===== src/core/sram_bank_pkg.sv =====
// Package: constants for the muxed-address SRAM bank controller
package sram_bank_pkg;
  // ****************************************
  // Geometry
  // ****************************************
  localparam int          ADDR_W       = 22;
  localparam int          MUX_W        = 11;
  localparam int          DATA_W       = 16;
  localparam int          BYTE_W       = 8;
  localparam int          BANKS        = 4;
  localparam int          BANK_SEL_W   = 2;
  localparam int          MODULE_WORDS = 131072;
  // ****************************************
  // Timing, in ns and in cycles at 100 MHz
  // ****************************************
  localparam int          CLK_PERIOD_NS = 10;
  localparam int          T_ROW_NS      = 20;
  localparam int          T_HOLD_NS     = 10;
  localparam int          T_ACC_NS      = 70;
  localparam int          T_WR_NS       = 70;
  localparam int          ROW_CYC  = (T_ROW_NS + CLK_PERIOD_NS - 1) / CLK_PERIOD_NS;
  localparam int          HOLD_CYC = (T_HOLD_NS + CLK_PERIOD_NS - 1) / CLK_PERIOD_NS;
  localparam int          ACC_CYC  = (T_ACC_NS + CLK_PERIOD_NS - 1) / CLK_PERIOD_NS;
  localparam int          WR_CYC   = (T_WR_NS + CLK_PERIOD_NS - 1) / CLK_PERIOD_NS;
  localparam int          CNT_W    = 4;
  // ****************************************
  // Reset values
  // ****************************************
  localparam logic [3:0]  CE_IDLE   = 4'h0;
  localparam logic [10:0] MUX_RESET = 11'h000;
  localparam logic [15:0] DATA_RESET = 16'h0000;
endpackage


===== src/core/reset_sync.sv =====
// Module: two-stage reset release synchroniser
`timescale 1ns/100ps
module reset_sync (
  input  wire logic core_clk_i,
  input  wire logic rstn_i,
  output logic      rstn_o
);
  logic meta_n;

  always_ff @(posedge core_clk_i or negedge rstn_i) begin
    if (!rstn_i) begin
      meta_n <= 1'b0;
      rstn_o <= 1'b0;
    end else begin
      meta_n <= 1'b1;
      rstn_o <= meta_n;
    end
  end
endmodule


===== src/core/phase_timer.sv =====
// Module: down-counter that times one phase of a memory cycle
`timescale 1ns/100ps
module phase_timer
  import sram_bank_pkg::*;
(
  input  wire logic             core_clk_i,
  input  wire logic             rstn_i,
  input  wire logic             load_i,
  input  wire logic [CNT_W-1:0] count_i,
  output logic                  done_o
);
  logic [CNT_W-1:0] remain;

  // Load with the cycle count; done is high on the last cycle of the phase
  always_ff @(posedge core_clk_i or negedge rstn_i) begin
    if (!rstn_i) begin
      remain <= '0;
    end else if (load_i) begin
      remain <= count_i;
    end else if (remain != '0) begin
      remain <= remain - 1'b1;
    end
  end

  // Done looks only at the count, so the load logic that reads it forms no loop
  assign done_o = (remain <= CNT_W'(1));
endmodule


===== src/core/sram_bank_ctrl.sv =====
// Module: host controller driving four banks of bytewide SRAM over a muxed address bus
// Overview of operation
// - Row latch strobe high marks row address
// - Row captured at strobe falling edge
// - 22-bit address sent row then column
// - Four bank enables, only addressed bank
// - Banks of two 128Kx8 modules, low/high
// - Low write strobe, low byte on bus
// - High write strobe, high byte on bus
// - Low read gate enables low modules
// - High read gate enables high modules
// - One shared 16-bit bidirectional data bus
// - Only accessed in static addressing mode
`timescale 1ns/100ps
module sram_bank_ctrl
  import sram_bank_pkg::*;
#(
  parameter int ROW_CYCLES  = ROW_CYC,
  parameter int HOLD_CYCLES = HOLD_CYC,
  parameter int ACC_CYCLES  = ACC_CYC,
  parameter int WR_CYCLES   = WR_CYC
) (
  input  wire logic              core_clk_i,
  input  wire logic              rstn_i,
  // User request side
  input  wire logic              sram_mode_i,
  input  wire logic              req_valid_i,
  input  wire logic              req_write_i,
  input  wire logic [1:0]        req_byte_en_i,
  input  wire logic [ADDR_W-1:0] req_addr_i,
  input  wire logic [DATA_W-1:0] req_wdata_i,
  output logic                   req_ready_o,
  output logic                   rsp_valid_o,
  output logic [DATA_W-1:0]      rsp_rdata_o,
  // Memory side
  output logic                   row_latch_strobe_o,
  output logic [MUX_W-1:0]       muxed_mem_addr_o,
  output logic [BANKS-1:0]       bank_enable_o,
  output logic                   write_low_strobe_n_o,
  output logic                   write_high_strobe_n_o,
  output logic                   read_low_gate_n_o,
  output logic                   read_high_gate_n_o,
  input  wire logic [DATA_W-1:0] mem_data_bus_i,
  output logic [DATA_W-1:0]      mem_data_bus_o,
  output logic [DATA_W-1:0]      mem_data_bus_oe_o
);
  // ****************************************
  // Reset release
  // ****************************************
  logic rst_n;

  reset_sync u_rst (
    .core_clk_i (core_clk_i),
    .rstn_i     (rstn_i),
    .rstn_o     (rst_n)
  );

  // ****************************************
  // Sequencer
  // ****************************************
  typedef enum logic [2:0] {
    IDLE,
    ROW,
    COL,
    STROBE,
    RELEASE
  } phase_e;

  phase_e                state;
  logic [ADDR_W-1:0]     addr;
  logic [DATA_W-1:0]     wdata;
  logic                  is_write;
  logic [1:0]            byte_en;
  logic                  phase_done;
  logic                  phase_load;
  logic [CNT_W-1:0]      phase_count;

  wire logic start = (state == IDLE) && req_valid_i && sram_mode_i;

  // Each phase starts by loading the timer with its own length
  always_comb begin
    phase_load  = 1'b0;
    phase_count = '0;
    if (start) begin
      phase_load  = 1'b1;
      phase_count = CNT_W'(ROW_CYCLES);
    end else if (phase_done) begin
      unique case (state)
        ROW: begin
          phase_load  = 1'b1;
          phase_count = CNT_W'(HOLD_CYCLES);
        end
        COL: begin
          phase_load  = 1'b1;
          phase_count = is_write ? CNT_W'(WR_CYCLES) : CNT_W'(ACC_CYCLES);
        end
        STROBE: begin
          phase_load  = 1'b1;
          phase_count = CNT_W'(HOLD_CYCLES);
        end
        IDLE, RELEASE: begin
          phase_load  = 1'b0;
        end
      endcase
    end
  end

  phase_timer u_timer (
    .core_clk_i (core_clk_i),
    .rstn_i     (rst_n),
    .load_i     (phase_load),
    .count_i    (phase_count),
    .done_o     (phase_done)
  );

  always_ff @(posedge core_clk_i or negedge rst_n) begin
    if (!rst_n) begin
      state <= IDLE;
    end else begin
      unique case (state)
        IDLE:    if (start) state <= ROW;
        ROW:     if (phase_done) state <= COL;
        COL:     if (phase_done) state <= STROBE;
        STROBE:  if (phase_done) state <= RELEASE;
        RELEASE: if (phase_done) state <= IDLE;
      endcase
    end
  end

  // Request is captured once, so address and data hold through the strobe
  always_ff @(posedge core_clk_i or negedge rst_n) begin
    if (!rst_n) begin
      addr     <= '0;
      wdata    <= DATA_RESET;
      is_write <= 1'b0;
      byte_en  <= 2'b00;
    end else if (start) begin
      addr     <= req_addr_i;
      wdata    <= req_wdata_i;
      is_write <= req_write_i;
      byte_en  <= req_byte_en_i;
    end
  end

  always_ff @(posedge core_clk_i or negedge rst_n) begin
    if (!rst_n) begin
      req_ready_o <= 1'b0;
    end else begin
      req_ready_o <= (state == RELEASE) && phase_done;
    end
  end

  // ****************************************
  // Address pins
  // ****************************************
  // Row is the upper 11 bits; the top two row bits pick the bank
  wire logic [MUX_W-1:0]      row_part  = addr[ADDR_W-1:MUX_W];
  wire logic [MUX_W-1:0]      col_part  = addr[MUX_W-1:0];
  wire logic [BANK_SEL_W-1:0] bank_sel  = addr[ADDR_W-1 -: BANK_SEL_W];

  always_ff @(posedge core_clk_i or negedge rst_n) begin
    if (!rst_n) begin
      row_latch_strobe_o <= 1'b0;
      muxed_mem_addr_o   <= MUX_RESET;
    end else begin
      row_latch_strobe_o <= (state == ROW) && !phase_done;
      muxed_mem_addr_o   <= (state == ROW) ? row_part : col_part;
    end
  end

  // ****************************************
  // Bank enables and strobes
  // ****************************************
  wire logic active = (state == COL) || (state == STROBE);

  genvar gb;
  generate
    for (gb = 0; gb < BANKS; gb++) begin : g_bank
      always_ff @(posedge core_clk_i or negedge rst_n) begin
        if (!rst_n) begin
          bank_enable_o[gb] <= CE_IDLE[gb];
        end else begin
          bank_enable_o[gb] <= active && (bank_sel == BANK_SEL_W'(gb));
        end
      end
    end
  endgenerate

  wire logic strobing = (state == STROBE) && !phase_done;

  always_ff @(posedge core_clk_i or negedge rst_n) begin
    if (!rst_n) begin
      write_low_strobe_n_o  <= 1'b1;
      write_high_strobe_n_o <= 1'b1;
      read_low_gate_n_o     <= 1'b1;
      read_high_gate_n_o    <= 1'b1;
    end else begin
      write_low_strobe_n_o  <= !(strobing && is_write && byte_en[0]);
      write_high_strobe_n_o <= !(strobing && is_write && byte_en[1]);
      read_low_gate_n_o     <= !(strobing && !is_write && byte_en[0]);
      read_high_gate_n_o    <= !(strobing && !is_write && byte_en[1]);
    end
  end

  // ****************************************
  // Data bus
  // ****************************************
  // Drive in column and strobe phases so data is set before the strobe falls
  always_ff @(posedge core_clk_i or negedge rst_n) begin
    if (!rst_n) begin
      mem_data_bus_o    <= DATA_RESET;
      mem_data_bus_oe_o <= '0;
    end else begin
      mem_data_bus_o    <= wdata;
      mem_data_bus_oe_o <= {{BYTE_W{is_write && active && byte_en[1]}},
                            {BYTE_W{is_write && active && byte_en[0]}}};
    end
  end

  // Sample on the last cycle with the read gate low
  always_ff @(posedge core_clk_i or negedge rst_n) begin
    if (!rst_n) begin
      rsp_valid_o <= 1'b0;
      rsp_rdata_o <= DATA_RESET;
    end else begin
      rsp_valid_o <= 1'b0;
      if ((state == STROBE) && phase_done && !is_write) begin
        rsp_valid_o <= 1'b1;
        rsp_rdata_o <= mem_data_bus_i;
      end
    end
  end

  // ****************************************
  // Checks
  // ****************************************
  AST_ROW_STROBE_ONLY_ROW: assert property (@(posedge core_clk_i) disable iff (!rst_n)
    row_latch_strobe_o |-> bank_enable_o == '0)
    else $error("Row strobe overlaps bank enable");
  AST_ONE_BANK: assert property (@(posedge core_clk_i) disable iff (!rst_n)
    $onehot0(bank_enable_o))
    else $error("More than one bank enabled");
  AST_WRITE_NEEDS_BANK: assert property (@(posedge core_clk_i) disable iff (!rst_n)
    (!write_low_strobe_n_o || !write_high_strobe_n_o) |-> bank_enable_o != '0)
    else $error("Write strobe without bank enable");
  AST_ADDR_STABLE: assert property (@(posedge core_clk_i) disable iff (!rst_n)
    (!write_low_strobe_n_o && $past(!write_low_strobe_n_o)) |-> $stable(muxed_mem_addr_o))
    else $error("Address moved during write");
  AST_NO_READ_WRITE: assert property (@(posedge core_clk_i) disable iff (!rst_n)
    (!read_low_gate_n_o || !read_high_gate_n_o) |-> mem_data_bus_oe_o == '0)
    else $error("Bus driven during read");
  AST_LOW_DATA_DRIVEN: assert property (@(posedge core_clk_i) disable iff (!rst_n)
    $fell(write_low_strobe_n_o) |-> mem_data_bus_oe_o[BYTE_W-1:0] == '1)
    else $error("Low byte not driven at write");
  AST_HIGH_DATA_DRIVEN: assert property (@(posedge core_clk_i) disable iff (!rst_n)
    $fell(write_high_strobe_n_o) |-> mem_data_bus_oe_o[DATA_W-1:BYTE_W] == '1)
    else $error("High byte not driven at write");
  AST_ROW_THEN_COL: assert property (@(posedge core_clk_i) disable iff (!rst_n)
    $fell(row_latch_strobe_o) |-> ##[1:8] bank_enable_o != '0)
    else $error("No column phase after row");
  AST_READ_LOW_GATE: assert property (@(posedge core_clk_i) disable iff (!rst_n)
    !read_low_gate_n_o |-> write_low_strobe_n_o && bank_enable_o != '0)
    else $error("Low read gate misuse");
  AST_READ_HIGH_GATE: assert property (@(posedge core_clk_i) disable iff (!rst_n)
    !read_high_gate_n_o |-> write_high_strobe_n_o && bank_enable_o != '0)
    else $error("High read gate misuse");
  // The latch and the modules have no clock, so each pin is checked against its neighbours
  AST_ROW_ADDR_WITH_STROBE: assert property (@(posedge core_clk_i) disable iff (!rst_n)
    row_latch_strobe_o |-> muxed_mem_addr_o == row_part)
    else $error("Row half missing under row strobe");
  AST_ROW_HELD_AT_FALL: assert property (@(posedge core_clk_i) disable iff (!rst_n)
    $fell(row_latch_strobe_o) |-> $stable(muxed_mem_addr_o))
    else $error("Address moved as row strobe fell");
  AST_COL_WITH_BANK: assert property (@(posedge core_clk_i) disable iff (!rst_n)
    bank_enable_o != '0 |-> muxed_mem_addr_o == col_part)
    else $error("Column half missing under bank enable");
  AST_BANK_FROM_ADDR: assert property (@(posedge core_clk_i) disable iff (!rst_n)
    bank_enable_o != '0 |-> bank_enable_o == (BANKS'(1) << bank_sel))
    else $error("Wrong bank enabled");
  AST_DATA_ONLY_WITH_BANK: assert property (@(posedge core_clk_i) disable iff (!rst_n)
    bank_enable_o == '0 |-> mem_data_bus_oe_o == '0)
    else $error("Data bus driven with no bank enabled");
  AST_LOW_STROBE_ENDS_IN_BANK: assert property (@(posedge core_clk_i) disable iff (!rst_n)
    $rose(write_low_strobe_n_o) |->
      bank_enable_o != '0 && mem_data_bus_oe_o[BYTE_W-1:0] == '1)
    else $error("Low write ended without bank or data");
  AST_HIGH_STROBE_ENDS_IN_BANK: assert property (@(posedge core_clk_i) disable iff (!rst_n)
    $rose(write_high_strobe_n_o) |->
      bank_enable_o != '0 && mem_data_bus_oe_o[DATA_W-1:BYTE_W] == '1)
    else $error("High write ended without bank or data");
  AST_READ_IN_GATE: assert property (@(posedge core_clk_i) disable iff (!rst_n)
    rsp_valid_o && byte_en != 2'b00 |-> $past(!read_low_gate_n_o || !read_high_gate_n_o))
    else $error("Read data taken outside the read gate");
  AST_MODE_GATE: assert property (@(posedge core_clk_i) disable iff (!rst_n)
    (state == IDLE) && !sram_mode_i |=> state == IDLE)
    else $error("Cycle started outside static mode");
  AST_ADDR_HELD_IN_BANK: assert property (@(posedge core_clk_i) disable iff (!rst_n)
    bank_enable_o != '0 && $past(bank_enable_o) != '0 |-> $stable(muxed_mem_addr_o))
    else $error("Address moved while bank enabled");
  AST_RSP_PULSE: assert property (@(posedge core_clk_i) disable iff (!rst_n)
    rsp_valid_o |=> !rsp_valid_o)
    else $error("Read response longer than one cycle");
endmodule


===== config.mk =====
export PLATFORM = sky130hd
export DESIGN_NAME = sram_bank_ctrl
export DESIGN_NICKNAME = d
export VERILOG_FILES = /design/src/core/sram_bank_pkg.sv /design/src/core/reset_sync.sv /design/src/core/phase_timer.sv /design/src/core/sram_bank_ctrl.sv
export SDC_FILE = /design/constraint.sdc
export NUM_CORES = 1
export LEC_CHECK = 0
export BUFFER_PORTS_ARGS = -buffer_cell sky130_fd_sc_hd__buf_2
export CAP_MARGIN = 20
export CORE_ASPECT_RATIO = 0.5
export CORE_UTILIZATION = 54
export DETAILED_ROUTE_END_ITERATION = 12
export HOLD_SLACK_MARGIN = 0.12
export PLACE_DENSITY = 0.84
export SYNTH_ARGS = -nofsm -noshare
export SYNTH_HDL_FRONTEND = slang
export SYNTH_SLANG_ARGS = --single-unit

===== constraint.sdc =====
create_clock -name core_clk_i -period 5.8 [get_ports core_clk_i]
set_input_delay 0.58 -clock core_clk_i [delete_from_list [all_inputs] [get_ports core_clk_i]]
set_output_delay 0.58 -clock core_clk_i [all_outputs]
set_load 0.01 [all_outputs]

==> results of run 1 <==
logic make-up (layout without fill, tap and decap cells):
| family | Yosys count | count (layout) |
|---|---|---|
| DFF | 106 | 106 |
| and+or+nand+nor | 44 | 44 |
| adders and majority gates | 2 | 2 |
| other | 1 | 1 |
| muxes | 69 | 69 |
| buffers and inverters | 26 | 150 |
| AOI/OAI and AO/OA | 10 | 10 |
| xor gates and xnor gates | 2 | 2 |
state kept, by name (all words and copies together) (netlist names):
name                   cells
bank_enable_o              4
u_rst.rstn_o               1
state                      3
read_high_gate_n_o         1
addr                      22
is_write                   1
rsp_valid_o                1
byte_en                    2
u_timer.remain             4
rsp_rdata_o               16
write_high_strobe_n_o      1
req_ready_o                1
muxed_mem_addr_o          11
u_rst.meta_n               1
write_low_strobe_n_o       1
wdata                     16
read_low_gate_n_o          1
row_latch_strobe_o         1
mem_data_bus_oe_o          2
mem_data_bus_o            16
final cells by class:
| class | count | area [um2] | share of cell area (%) |
|---|---|---|---|
| Clock buffer | 12 | 267 | 5.38 |
| Clock inverter | 4 | 72.6 | 1.47 |
| Inverter | 2 | 7.51 | 0.152 |
| Multi-Input combinational cell | 128 | 1160 | 23.4 |
| Sequential cell | 106 | 2660 | 53.8 |
| Tap cell | 92 | 115 | 2.33 |
| Timing Repair Buffer | 132 | 668 | 13.5 |
worst paths after layout:
path / endpoint / slack, ns / from / cells after the start
setup / recovery: rsp_rdata_o[12] / 3.41 / u_timer.remain[0] / 5
hold / removal: addr[12] / 0.34 / u_rst.rstn_o / 0
setup reg to reg: rsp_rdata_o[12] / 3.41 / u_timer.remain[0] / 5
hold reg to reg: addr[12] / 0.34 / u_rst.rstn_o / 0
max in group asynchronous: wdata[12] / 4.33 / u_rst.rstn_o / 1
min in group core_clk_i: u_rst.rstn_o / 0.36 / u_rst.meta_n / 0
worst register-to-register path, cell delays in order, from the launching register on:
cell and delay, ns:
dfrtp_1 0.40, inv_1 0.11, ha_1 0.30, o21ai_4 0.16
nor4_4 0.88, mux2_2 0.44
routing by layer:
layer	track usage (%)	part of all wire [%]	vias up	wire length [um]
met4	5.42	0.96	0	70
met3	6.30	5.1	8	372
met2	36.6	53	71	3870
met1	23.9	41	1245	2960
met5	0	0	-	0
li1	-	-	1119	-
report_power, final:
part | internal (mW) | switching (mW) | leakage (nW)
combinational | 0.481 | 0.432 | 0.986
clock | 0.413 | 0.250 | 0.165
sequential | 1.08 | 0.197 | 1.29
synthesized netlist by cell type, types with 2 or more instances:
library cell	count
nor2_1	9
o22ai_1	2
inv_1	2
buf_2	4
ha_1	2
nor3_1	5
mux2_2	68
or2b_1	2
a21oi_1	2
dfrtp_1	102
a31oi_1	2
nor3b_1	2
dfstp_2	4
and3_1	4
nand3b_1	2
nand4_1	2
nand2_1	8
buf_4	17
through the flow:
stage	hold WS (ns)	instances	total power [mW]
2_1_floorplan	0.284	260	1.91
3_3_place_gp	0.337	459	2.15
3_5_place_dp	0.346	459	2.22
4_1_cts	0.361	476	2.89
5_1_grt	0.364	476	3.04
6_report	0.341	476	2.86
==> impl_metrics.env, run 1 <==
export IMPL_max_cap_viol_count=0
export IMPL_flow_area_growth_from_synthesis_pct=24.2
export IMPL_synth_cell_type_count=39
export IMPL_final_slew_viol_count=0
export IMPL_die_x_um=123
export IMPL_final_net_count=442
export IMPL_vdd_ir_drop_max_mv=0.254
export IMPL_synth_mux_area_share_pct=19.5
export IMPL_worstMarginPinSlew_ns=1.05
export IMPL_basic_gate_share_of_the_synthesized_area_counting_and_or_nand_and_nor_cells_pct=6.50
export IMPL_final_common_cell="buf_2"
export IMPL_fin_crit_sh_pct=41.1
export IMPL_post_synth_fa_ha_maj_area_fraction_pct=0.628
export IMPL_critPathCaptureType="flop"
export IMPL_floorplan_initialDensity_pct=57.7
export IMPL_post_route_min_period_ns=2.39
export IMPL_largest_area_contributor_in_the_netlist="dfrtp_1"
export IMPL_worst_endpoint_arrival_ns=2.61
export IMPL_hold_viol=0
export IMPL_synthesis_nets=323
export IMPL_critical_path_slowest_cell="nor4_4"
export IMPL_timing_critical_path_from_type="flop"
export IMPL_mostFrequentLayoutCells="130 x buf_2, 101 x dfrtp_1, 68 x mux2_2, 9 x nor2_1, 9 x clkbuf_16"
export IMPL_cp_top_family="simple AND/OR/NAND/NOR gates"
export IMPL_core_area_mm2=0.00691
export IMPL_chipHeight_um=62.7
export IMPL_floorplan_die_area_mm2=0.00775
export IMPL_htree_num_levels=3
export IMPL_mappedNetlistArea_mm2=0.00399
export IMPL_unrepaired_setup_endpoints_after_global_routing="no"
export IMPL_cell_chain_critical_path="inv_1 -> ha_1 -> o21ai_4 -> nor4_4 -> mux2_2"
export IMPL_fin_worst_skew_ns=0.00709
export IMPL_postSynthCellCount=260
export IMPL_post_cts_resized_instances=0
export IMPL_detailedRoute_firstPassIterationCount=4
export IMPL_routabilityCongestion=0.747
export IMPL_ys_warn_count=0
export IMPL_design_area_final_mm2=0.00495
export IMPL_async_flop_share_pct=100
export IMPL_post_cts_hold_buffer_count=1
export IMPL_cp_data_required_time_ns=6.02
export IMPL_placed_area_mm2=0.00460
export IMPL_fillers=481
export IMPL_fin_ws_ns=3.41
export IMPL_num_antenna_cells=0
export IMPL_vias_per_cell=5.13
export IMPL_postCtsSetupRepairBufs=0
export IMPL_yosys_area_share_xor_xnor_pct=0.440
export IMPL_synth_seq_area_share_pct=66.7
export IMPL_critPathMaxStageDelay_ns=0.88
export IMPL_drt_iter0_drc=115
export IMPL_setup_worst_path_class="reg -> reg"
export IMPL_relSlewSlack_pct=29.6
export IMPL_grt_pass1_vias=2480
export IMPL_pin_count_of_the_biggest_net_entering_global_routing=57
export IMPL_timing_critical_path_buf_inv=1
export IMPL_yosys_top_cells_area="dfrtp_1 64%, mux2_2 19%, buf_4 3.2%, dfstp_2 2.6%, nor2_1 0.85%"
export IMPL_cts_clk_slew_worst_paths_ns=0.07
export IMPL_p_leak_nw=2.44
export IMPL_cts_root_buffer_cell="clkbuf_16"
export IMPL_finalWirelength_mm=7.27
export IMPL_wire_per_inst_um=15.3
export IMPL_num_vias=2443
export IMPL_synth_ff_latch_count=106
export IMPL_cts_buffers_inserted=9
export IMPL_tritoncts_sink_count=106
export IMPL_power_per_cell_area_mw_per_mm2=577
export IMPL_largest_family_of_logic_cells_by_synthesized_area="multiplexers"
export IMPL_worstSkewPairLatency_ns=0.33
export IMPL_drcViolationCount=0
export IMPL_ctsLongestPathBuffers=2
export IMPL_final_util_pct=71.6
export IMPL_syn_mean_instance_area_um2=15.3
export IMPL_fmaxAchievable_mhz=419
export IMPL_placement_io_buffers=130
export IMPL_synth_top_cell_area_share_pct=64.1
export IMPL_fp_row_count=21
export IMPL_final_layout_size_suffix_gt1_share_pct=59.4
export IMPL_io_pins=131
export IMPL_place_hpwl_mm=5.14
export IMPL_grt_remaining_overflow=0
export IMPL_run_status="finished, final reports clean"
export IMPL_grt_first_pass_wirelength_mm=11.8
export IMPL_timing_critical_path_fanout_max=17
export IMPL_synth_compound_area_share_pct=1.79
export IMPL_detail_route_antenna_nets=0
export IMPL_sum_of_negative_setup_slack_ns=0
export IMPL_setup_viol=0
export IMPL_synthFlopType="dfrtp_1"
export IMPL_tritoncts="done"
export IMPL_antenna_found_initial=0
export IMPL_worstHoldPathType="reg -> async"
export IMPL_preCtsSetupSlack_ns=3.38
export IMPL_synth_edf_count=0
export IMPL_grt_total_usage_pct=20.5
Note: power is estimated with default switching activity, not from simulation.
==> inputs of run 2 (changes only) <==
CORE_UTILIZATION = 50   (was 54)
PLACE_DENSITY = 0.79   (was 0.84)
clock period = 2.3 ns   (was 5.8 ns; I/O delays follow)
==> run 2 against run 1 <==
  * Die area increased by 7.8%
  * Flip-flop and latch count unchanged
  * Sequential power grew to 2.5 times the previous value
  * Critical endpoint is now rsp_rdata_o[9]
  * Highest routed layer unchanged
==> impl_metrics.env, run 2 (same netlist as run 1, synthesis figures left out) <==
export IMPL_run_status="finished, final reports clean"
export IMPL_floorplan_die_area_mm2=0.00835
export IMPL_fin_worst_skew_ns=0.00396
export IMPL_fin_hold_ws_ns=0.127
export IMPL_cts_buffers_inserted=9
export IMPL_final_common_cell="buf_2"
export IMPL_grt_total_usage_pct=20.1
export IMPL_max_cap_viol_count=0
export IMPL_detail_route_antenna_nets=0
export IMPL_tritoncts="done"
export IMPL_chipHeight_um=65.1
export IMPL_grt_first_pass_wirelength_mm=12.5
export IMPL_final_layout_size_suffix_gt1_share_pct=56.0
export IMPL_core_area_mm2=0.00751
export IMPL_vias_per_cell=4.92
export IMPL_finalWirelength_mm=7.80
export IMPL_routabilityCongestion=0.880
export IMPL_cp_data_required_time_ns=2.52
export IMPL_post_cts_resized_instances=0
export IMPL_flow_area_growth_from_synthesis_pct=32.2
export IMPL_area_sequential_mm2=0.00266
export IMPL_timing_critical_path_from_type="flop"
export IMPL_htree_num_levels=3
export IMPL_detailedRoute_firstPassIterationCount=4
export IMPL_number_of_flip_flops_in_the_largest_register=22
export IMPL_fillers=531
export IMPL_fmaxAchievable_mhz=506
export IMPL_num_vias=2576
export IMPL_regToRegSetupSlack_ns=0.32
export IMPL_cts_root_buffer_cell="clkbuf_16"
export IMPL_die_x_um=128
export IMPL_setup_worst_path_class="reg -> reg"
export IMPL_hold_viol=0
export IMPL_relSlewSlack_pct=53.8
export IMPL_worst_endpoint_arrival_ns=2.20
export IMPL_critPathCaptureType="flop"
export IMPL_ctsLongestPathBuffers=2
export IMPL_final_slew_viol_count=0
export IMPL_area_of_the_multi_input_gates_mm2=0.00116
export IMPL_num_antenna_cells=0
export IMPL_fp_row_count=22
export IMPL_unrepaired_setup_endpoints_after_global_routing="no"
export IMPL_top_register="addr"
export IMPL_drt_iter0_drc=114
export IMPL_final_net_count=474
export IMPL_antenna_found_initial=0
export IMPL_p_leak_nw=2.58
export IMPL_timing_critical_path_fanout_max=17
export IMPL_setup_viol=0
export IMPL_placement_io_buffers=130
export IMPL_final_util_pct=70.1
export IMPL_drcViolationCount=0
export IMPL_fin_crit_sh_pct=85.9
export IMPL_io_pins=131
export IMPL_grt_pass1_vias=2696
export IMPL_post_route_min_period_ns=1.98
export IMPL_worstHoldPathType="in -> reg"
export IMPL_mostFrequentLayoutCells="130 x buf_2, 101 x dfrtp_1, 68 x mux2_2, 28 x dlygate4sd3_1"
export IMPL_place_hpwl_mm=5.44
export IMPL_tritoncts_sink_count=106
export IMPL_worstMarginPinSlew_ns=0.688
export IMPL_sum_of_negative_setup_slack_ns=0
export IMPL_grt_remaining_overflow=0
export IMPL_vdd_ir_drop_max_mv=0.846
export IMPL_wire_per_inst_um=14.9
export IMPL_worstSkewPairLatency_ns=0.34
export IMPL_cts_clk_slew_worst_paths_ns=0.07
export IMPL_pin_count_of_the_biggest_net_entering_global_routing=57
export IMPL_floorplan_initialDensity_pct=53.0
export IMPL_power_per_cell_area_mw_per_mm2=1370
## run 2: cell count changes in the layout (fill, tap and decap cells not counted), sizes merged
cell	before	now
buf	131	136
bufinv	2	1
clkinv	1	3
clkinvlp	1	0
dlygate4sd3	1	28
## run 2: timing repair
action / CTS / global route
hold buffers: 23 / 5
endpoints found under the hold margin: 24 / 5
setup buffers: 0 / 0
## run 2: final timing paths
path,startpoint,endpoint,cells past startpoint
worst max-delay path,u_timer.remain[1],rsp_rdata_o[9],6
worst min-delay path,req_wdata_i[14],wdata[14],2
worst max register to register,u_timer.remain[1],rsp_rdata_o[9],6
worst min register to register,u_rst.rstn_o,mem_data_bus_o[9],0
max in group asynchronous,u_rst.rstn_o,write_low_strobe_n_o,1
min in group asynchronous,rstn_i,u_rst.rstn_o,2
## run 2: metrics by stage
step,instances,power [mW],area [um2],setup WS [ns]
6_report,524,7.21,5270,0.324
5_1_grt,524,7.63,5270,0.228
3_5_place_dp,480,5.66,4670,0.358
3_3_place_gp,480,5.44,4670,0.490
4_1_cts,519,7.27,5220,0.309
2_1_floorplan,260,4.81,3990,0.390
## run 2: area by class of cell
cell class / count / share of cell area [%]
clock inverters: 4 / 0.927
clock buffers: 12 / 5.06
well taps: 108 / 2.57
flip-flops and latches: 106 / 50.5
inverters: 2 / 0.143
repair buffers: 164 / 18.8
multi-input cells: 128 / 22.0
## run 2: metal layers
layer | part of all wire [%] | global-route usage, %
met2 | 55 | 37.8
met4 | 1.8 | 6.62
met1 | 38 | 21.8
met5 | 0 | 0
met3 | 5.4 | 6.43
## run 2: worst max-delay path: stages (launching register included)
cell and delay (ns):
dfrtp_1 0.41, inv_1 0.12, ha_1 0.30, o21ai_4 0.15, nor4_4 0.22, buf_4 0.28
mux2_2 0.37
## run 2: report_power, final
part	switching [mW]	internal, mW	total, mW	leakage (nW)
clock network	0.636	0.931	1.57	0.159
logic	1.14	1.27	2.41	1.13
registers	0.504	2.74	3.24	1.29
total	2.28	4.94	7.21	2.58
==> inputs of run 3 (changes only) <==
CORE_MARGIN = 2   (was default)
REMOVE_ABC_BUFFERS = 1   (was default)
==> run 3 against run 2 <==
  * Sequential share of layout area increased by 0.82 points
  * Combinational power decreased by 2%
  * Worst hold slack is essentially flat
  * Power decreased by 2.5%
  * Critical endpoint is now rsp_rdata_o[6]
  * Highest routed layer unchanged
==> impl_metrics.env, run 3 (same netlist as run 1, synthesis figures left out) <==
export IMPL_cts_buffers_inserted=9
export IMPL_worstSkewPairLatency_ns=0.34
export IMPL_tritoncts="done"
export IMPL_fin_worst_skew_ns=0.00650
export IMPL_pin_count_of_the_biggest_net_entering_global_routing=58
export IMPL_setup_worst_path_class="reg -> reg"
export IMPL_final_slew_viol_count=0
export IMPL_grt_total_usage_pct=18.3
export IMPL_cts_root_buffer_cell="clkbuf_16"
export IMPL_critical_path_slowest_cell="dfrtp_1"
export IMPL_unrepaired_setup_endpoints_after_global_routing="no"
export IMPL_hold_path_cell_count=2
export IMPL_max_cap_viol_count=0
export IMPL_floorplan_die_area_mm2=0.00874
export IMPL_detailedRoute_firstPassIterationCount=6
export IMPL_cts_clk_slew_worst_paths_ns=0.07
export IMPL_wire_per_inst_um=14.3
export IMPL_finish_cell_count_without_fillers=518
export IMPL_tritoncts_sink_count=106
export IMPL_fmaxAchievable_mhz=514
export IMPL_power_share_switching_pct=31.5
export IMPL_number_of_flip_flops_in_the_largest_register=22
export IMPL_post_cts_resized_instances=0
export IMPL_placement_io_buffers=130
export IMPL_worstMarginPinSlew_ns=0.719
export IMPL_num_vias=2497
export IMPL_mostFrequentLayoutCells="130 x buf_2, 101 x dfrtp_1, 68 x mux2_2, 22 x dlygate4sd3_1"
export IMPL_die_x_um=130
export IMPL_dp_cells=480
export IMPL_power_clock_fraction_pct=20.5
export IMPL_chipHeight_um=67.1
export IMPL_num_antenna_cells=0
export IMPL_power_share_combinational_pct=33.7
export IMPL_grt_remaining_overflow=0
export IMPL_timing_critical_path_from_type="flop"
export IMPL_antenna_found_initial=0
export IMPL_htree_num_levels=3
export IMPL_worst_endpoint_arrival_ns=2.16
export IMPL_fin_crit_sh_pct=84.6
export IMPL_final_net_count=468
export IMPL_drt_iter0_drc=136
export IMPL_switching_power_mw=2.21
export IMPL_hold_viol=0
export IMPL_worstHoldPathType="in -> reg"
export IMPL_area_of_the_multi_input_gates_mm2=0.00116
export IMPL_io_pins=131
export IMPL_flow_area_growth_from_synthesis_pct=30.0
export IMPL_cp_top_family="flip-flops"
export IMPL_critPathCaptureType="flop"
export IMPL_ctsLongestPathBuffers=2
export IMPL_post_cts_hold_buffer_count=20
export IMPL_post_route_min_period_ns=1.95
export IMPL_p_leak_nw=2.53
export IMPL_detail_route_antenna_nets=0
export IMPL_sum_of_negative_setup_slack_ns=0
export IMPL_final_util_pct=69.0
export IMPL_power_per_cell_area_mw_per_mm2=1360
export IMPL_drcViolationCount=0
export IMPL_floorplan_initialDensity_pct=53.0
export IMPL_fp_row_count=22
export IMPL_place_hpwl_mm=5.33
export IMPL_setup_viol=0
export IMPL_postCtsSetupRepairBufs=0
export IMPL_top_register="addr"
export IMPL_worstRegToRegCells=6
export IMPL_timing_critical_path_fanout_max=17
export IMPL_routabilityCongestion=0.808
export IMPL_vdd_ir_drop_max_mv=0.671
export IMPL_run_status="finished, final reports clean"
export IMPL_p_int_mw=4.82
export IMPL_timing_critical_path_buf_inv=2
export IMPL_cell_chain_critical_path="inv_1 -> ha_1 -> o21ai_4 -> nor4_4 -> buf_4 -> mux2_2"
export IMPL_final_common_cell="buf_2"
export IMPL_core_area_mm2=0.00751
export IMPL_fillers=566
export IMPL_critPathMaxStageDelay_ns=0.41
export IMPL_area_sequential_mm2=0.00266
export IMPL_placed_area_mm2=0.00467
export IMPL_grt_pass1_vias=2614
export IMPL_relSlewSlack_pct=52.0
export IMPL_cell_depth_of_the_worst_setup_path=6
export IMPL_design_area_final_mm2=0.00518
export IMPL_vias_per_cell=4.82
export IMPL_cp_data_required_time_ns=2.52
export IMPL_grt_first_pass_wirelength_mm=12.0
export IMPL_sequentialPowerShare_pct=45.8
export IMPL_final_layout_size_suffix_gt1_share_pct=56.8
export IMPL_finalWirelength_mm=7.39
-- run 3: final cells by class --
cell class / instances / share of cell area (%)
Clock inverter: 4 / 0.483
Timing Repair Buffer: 158 / 17.9
Tap cell: 108 / 2.61
Sequential cell: 106 / 51.4
Inverter: 2 / 0.145
Multi-Input combinational cell: 128 / 22.4
Clock buffer: 12 / 5.14
-- run 3: routing by layer --
layer / share of wire (%) / wire (um) / global-route usage (%) / vias to the layer above
li1: - / - / - / 1174
met1: 40 / 2980 / 20.7 / 1247
met2: 54 / 3960 / 33.5 / 67
met3: 5.1 / 380 / 5.22 / 9
met4: 0.88 / 65 / 6.85 / 0
met5: 0 / 0 / 0 / -
-- run 3: worst reg2reg max path: stages, from the launching register on --
cell     delay [ns]
dfrtp_1        0.41
inv_1          0.11
ha_1           0.31
o21ai_4        0.15
nor4_4         0.21
buf_4          0.27
mux2_2         0.37
-- run 3: per-stage QoR --
stage                     worst slack, ns  hold slack [ns]  power, mW
after floorplan                    -0.864          -0.0656       4.68
after global placement              0.499           0.0162       5.45
after detailed placement            0.376           0.0166       5.64
after CTS                           0.351            0.120       7.13
after global routing                0.226            0.124       7.51
final                               0.355            0.127       7.03
-- run 3: worst paths after layout --
check                                        end              start  slack [ns]
min in group asynchronous           u_rst.meta_n             rstn_i        0.21
hold reg to reg                     u_rst.rstn_o       u_rst.meta_n        0.35
setup reg to reg                  rsp_rdata_o[6]  u_timer.remain[0]        0.35
setup / recovery                  rsp_rdata_o[6]  u_timer.remain[0]        0.35
max in group asynchronous  write_high_strobe_n_o       u_rst.rstn_o        1.19
hold / removal                          addr[13]     req_addr_i[13]        0.13
-- run 3: power groups by stage --
stage | Clock [mW] | Sequential (mW) | Combinational [mW]
floorplan | 0 | 3.43 | 1.24
global placement | 0 | 3.19 | 2.27
detailed placement | 0 | 3.27 | 2.36
CTS | 1.48 | 3.25 | 2.40
global route | 1.56 | 3.35 | 2.60
finish | 1.44 | 3.22 | 2.37
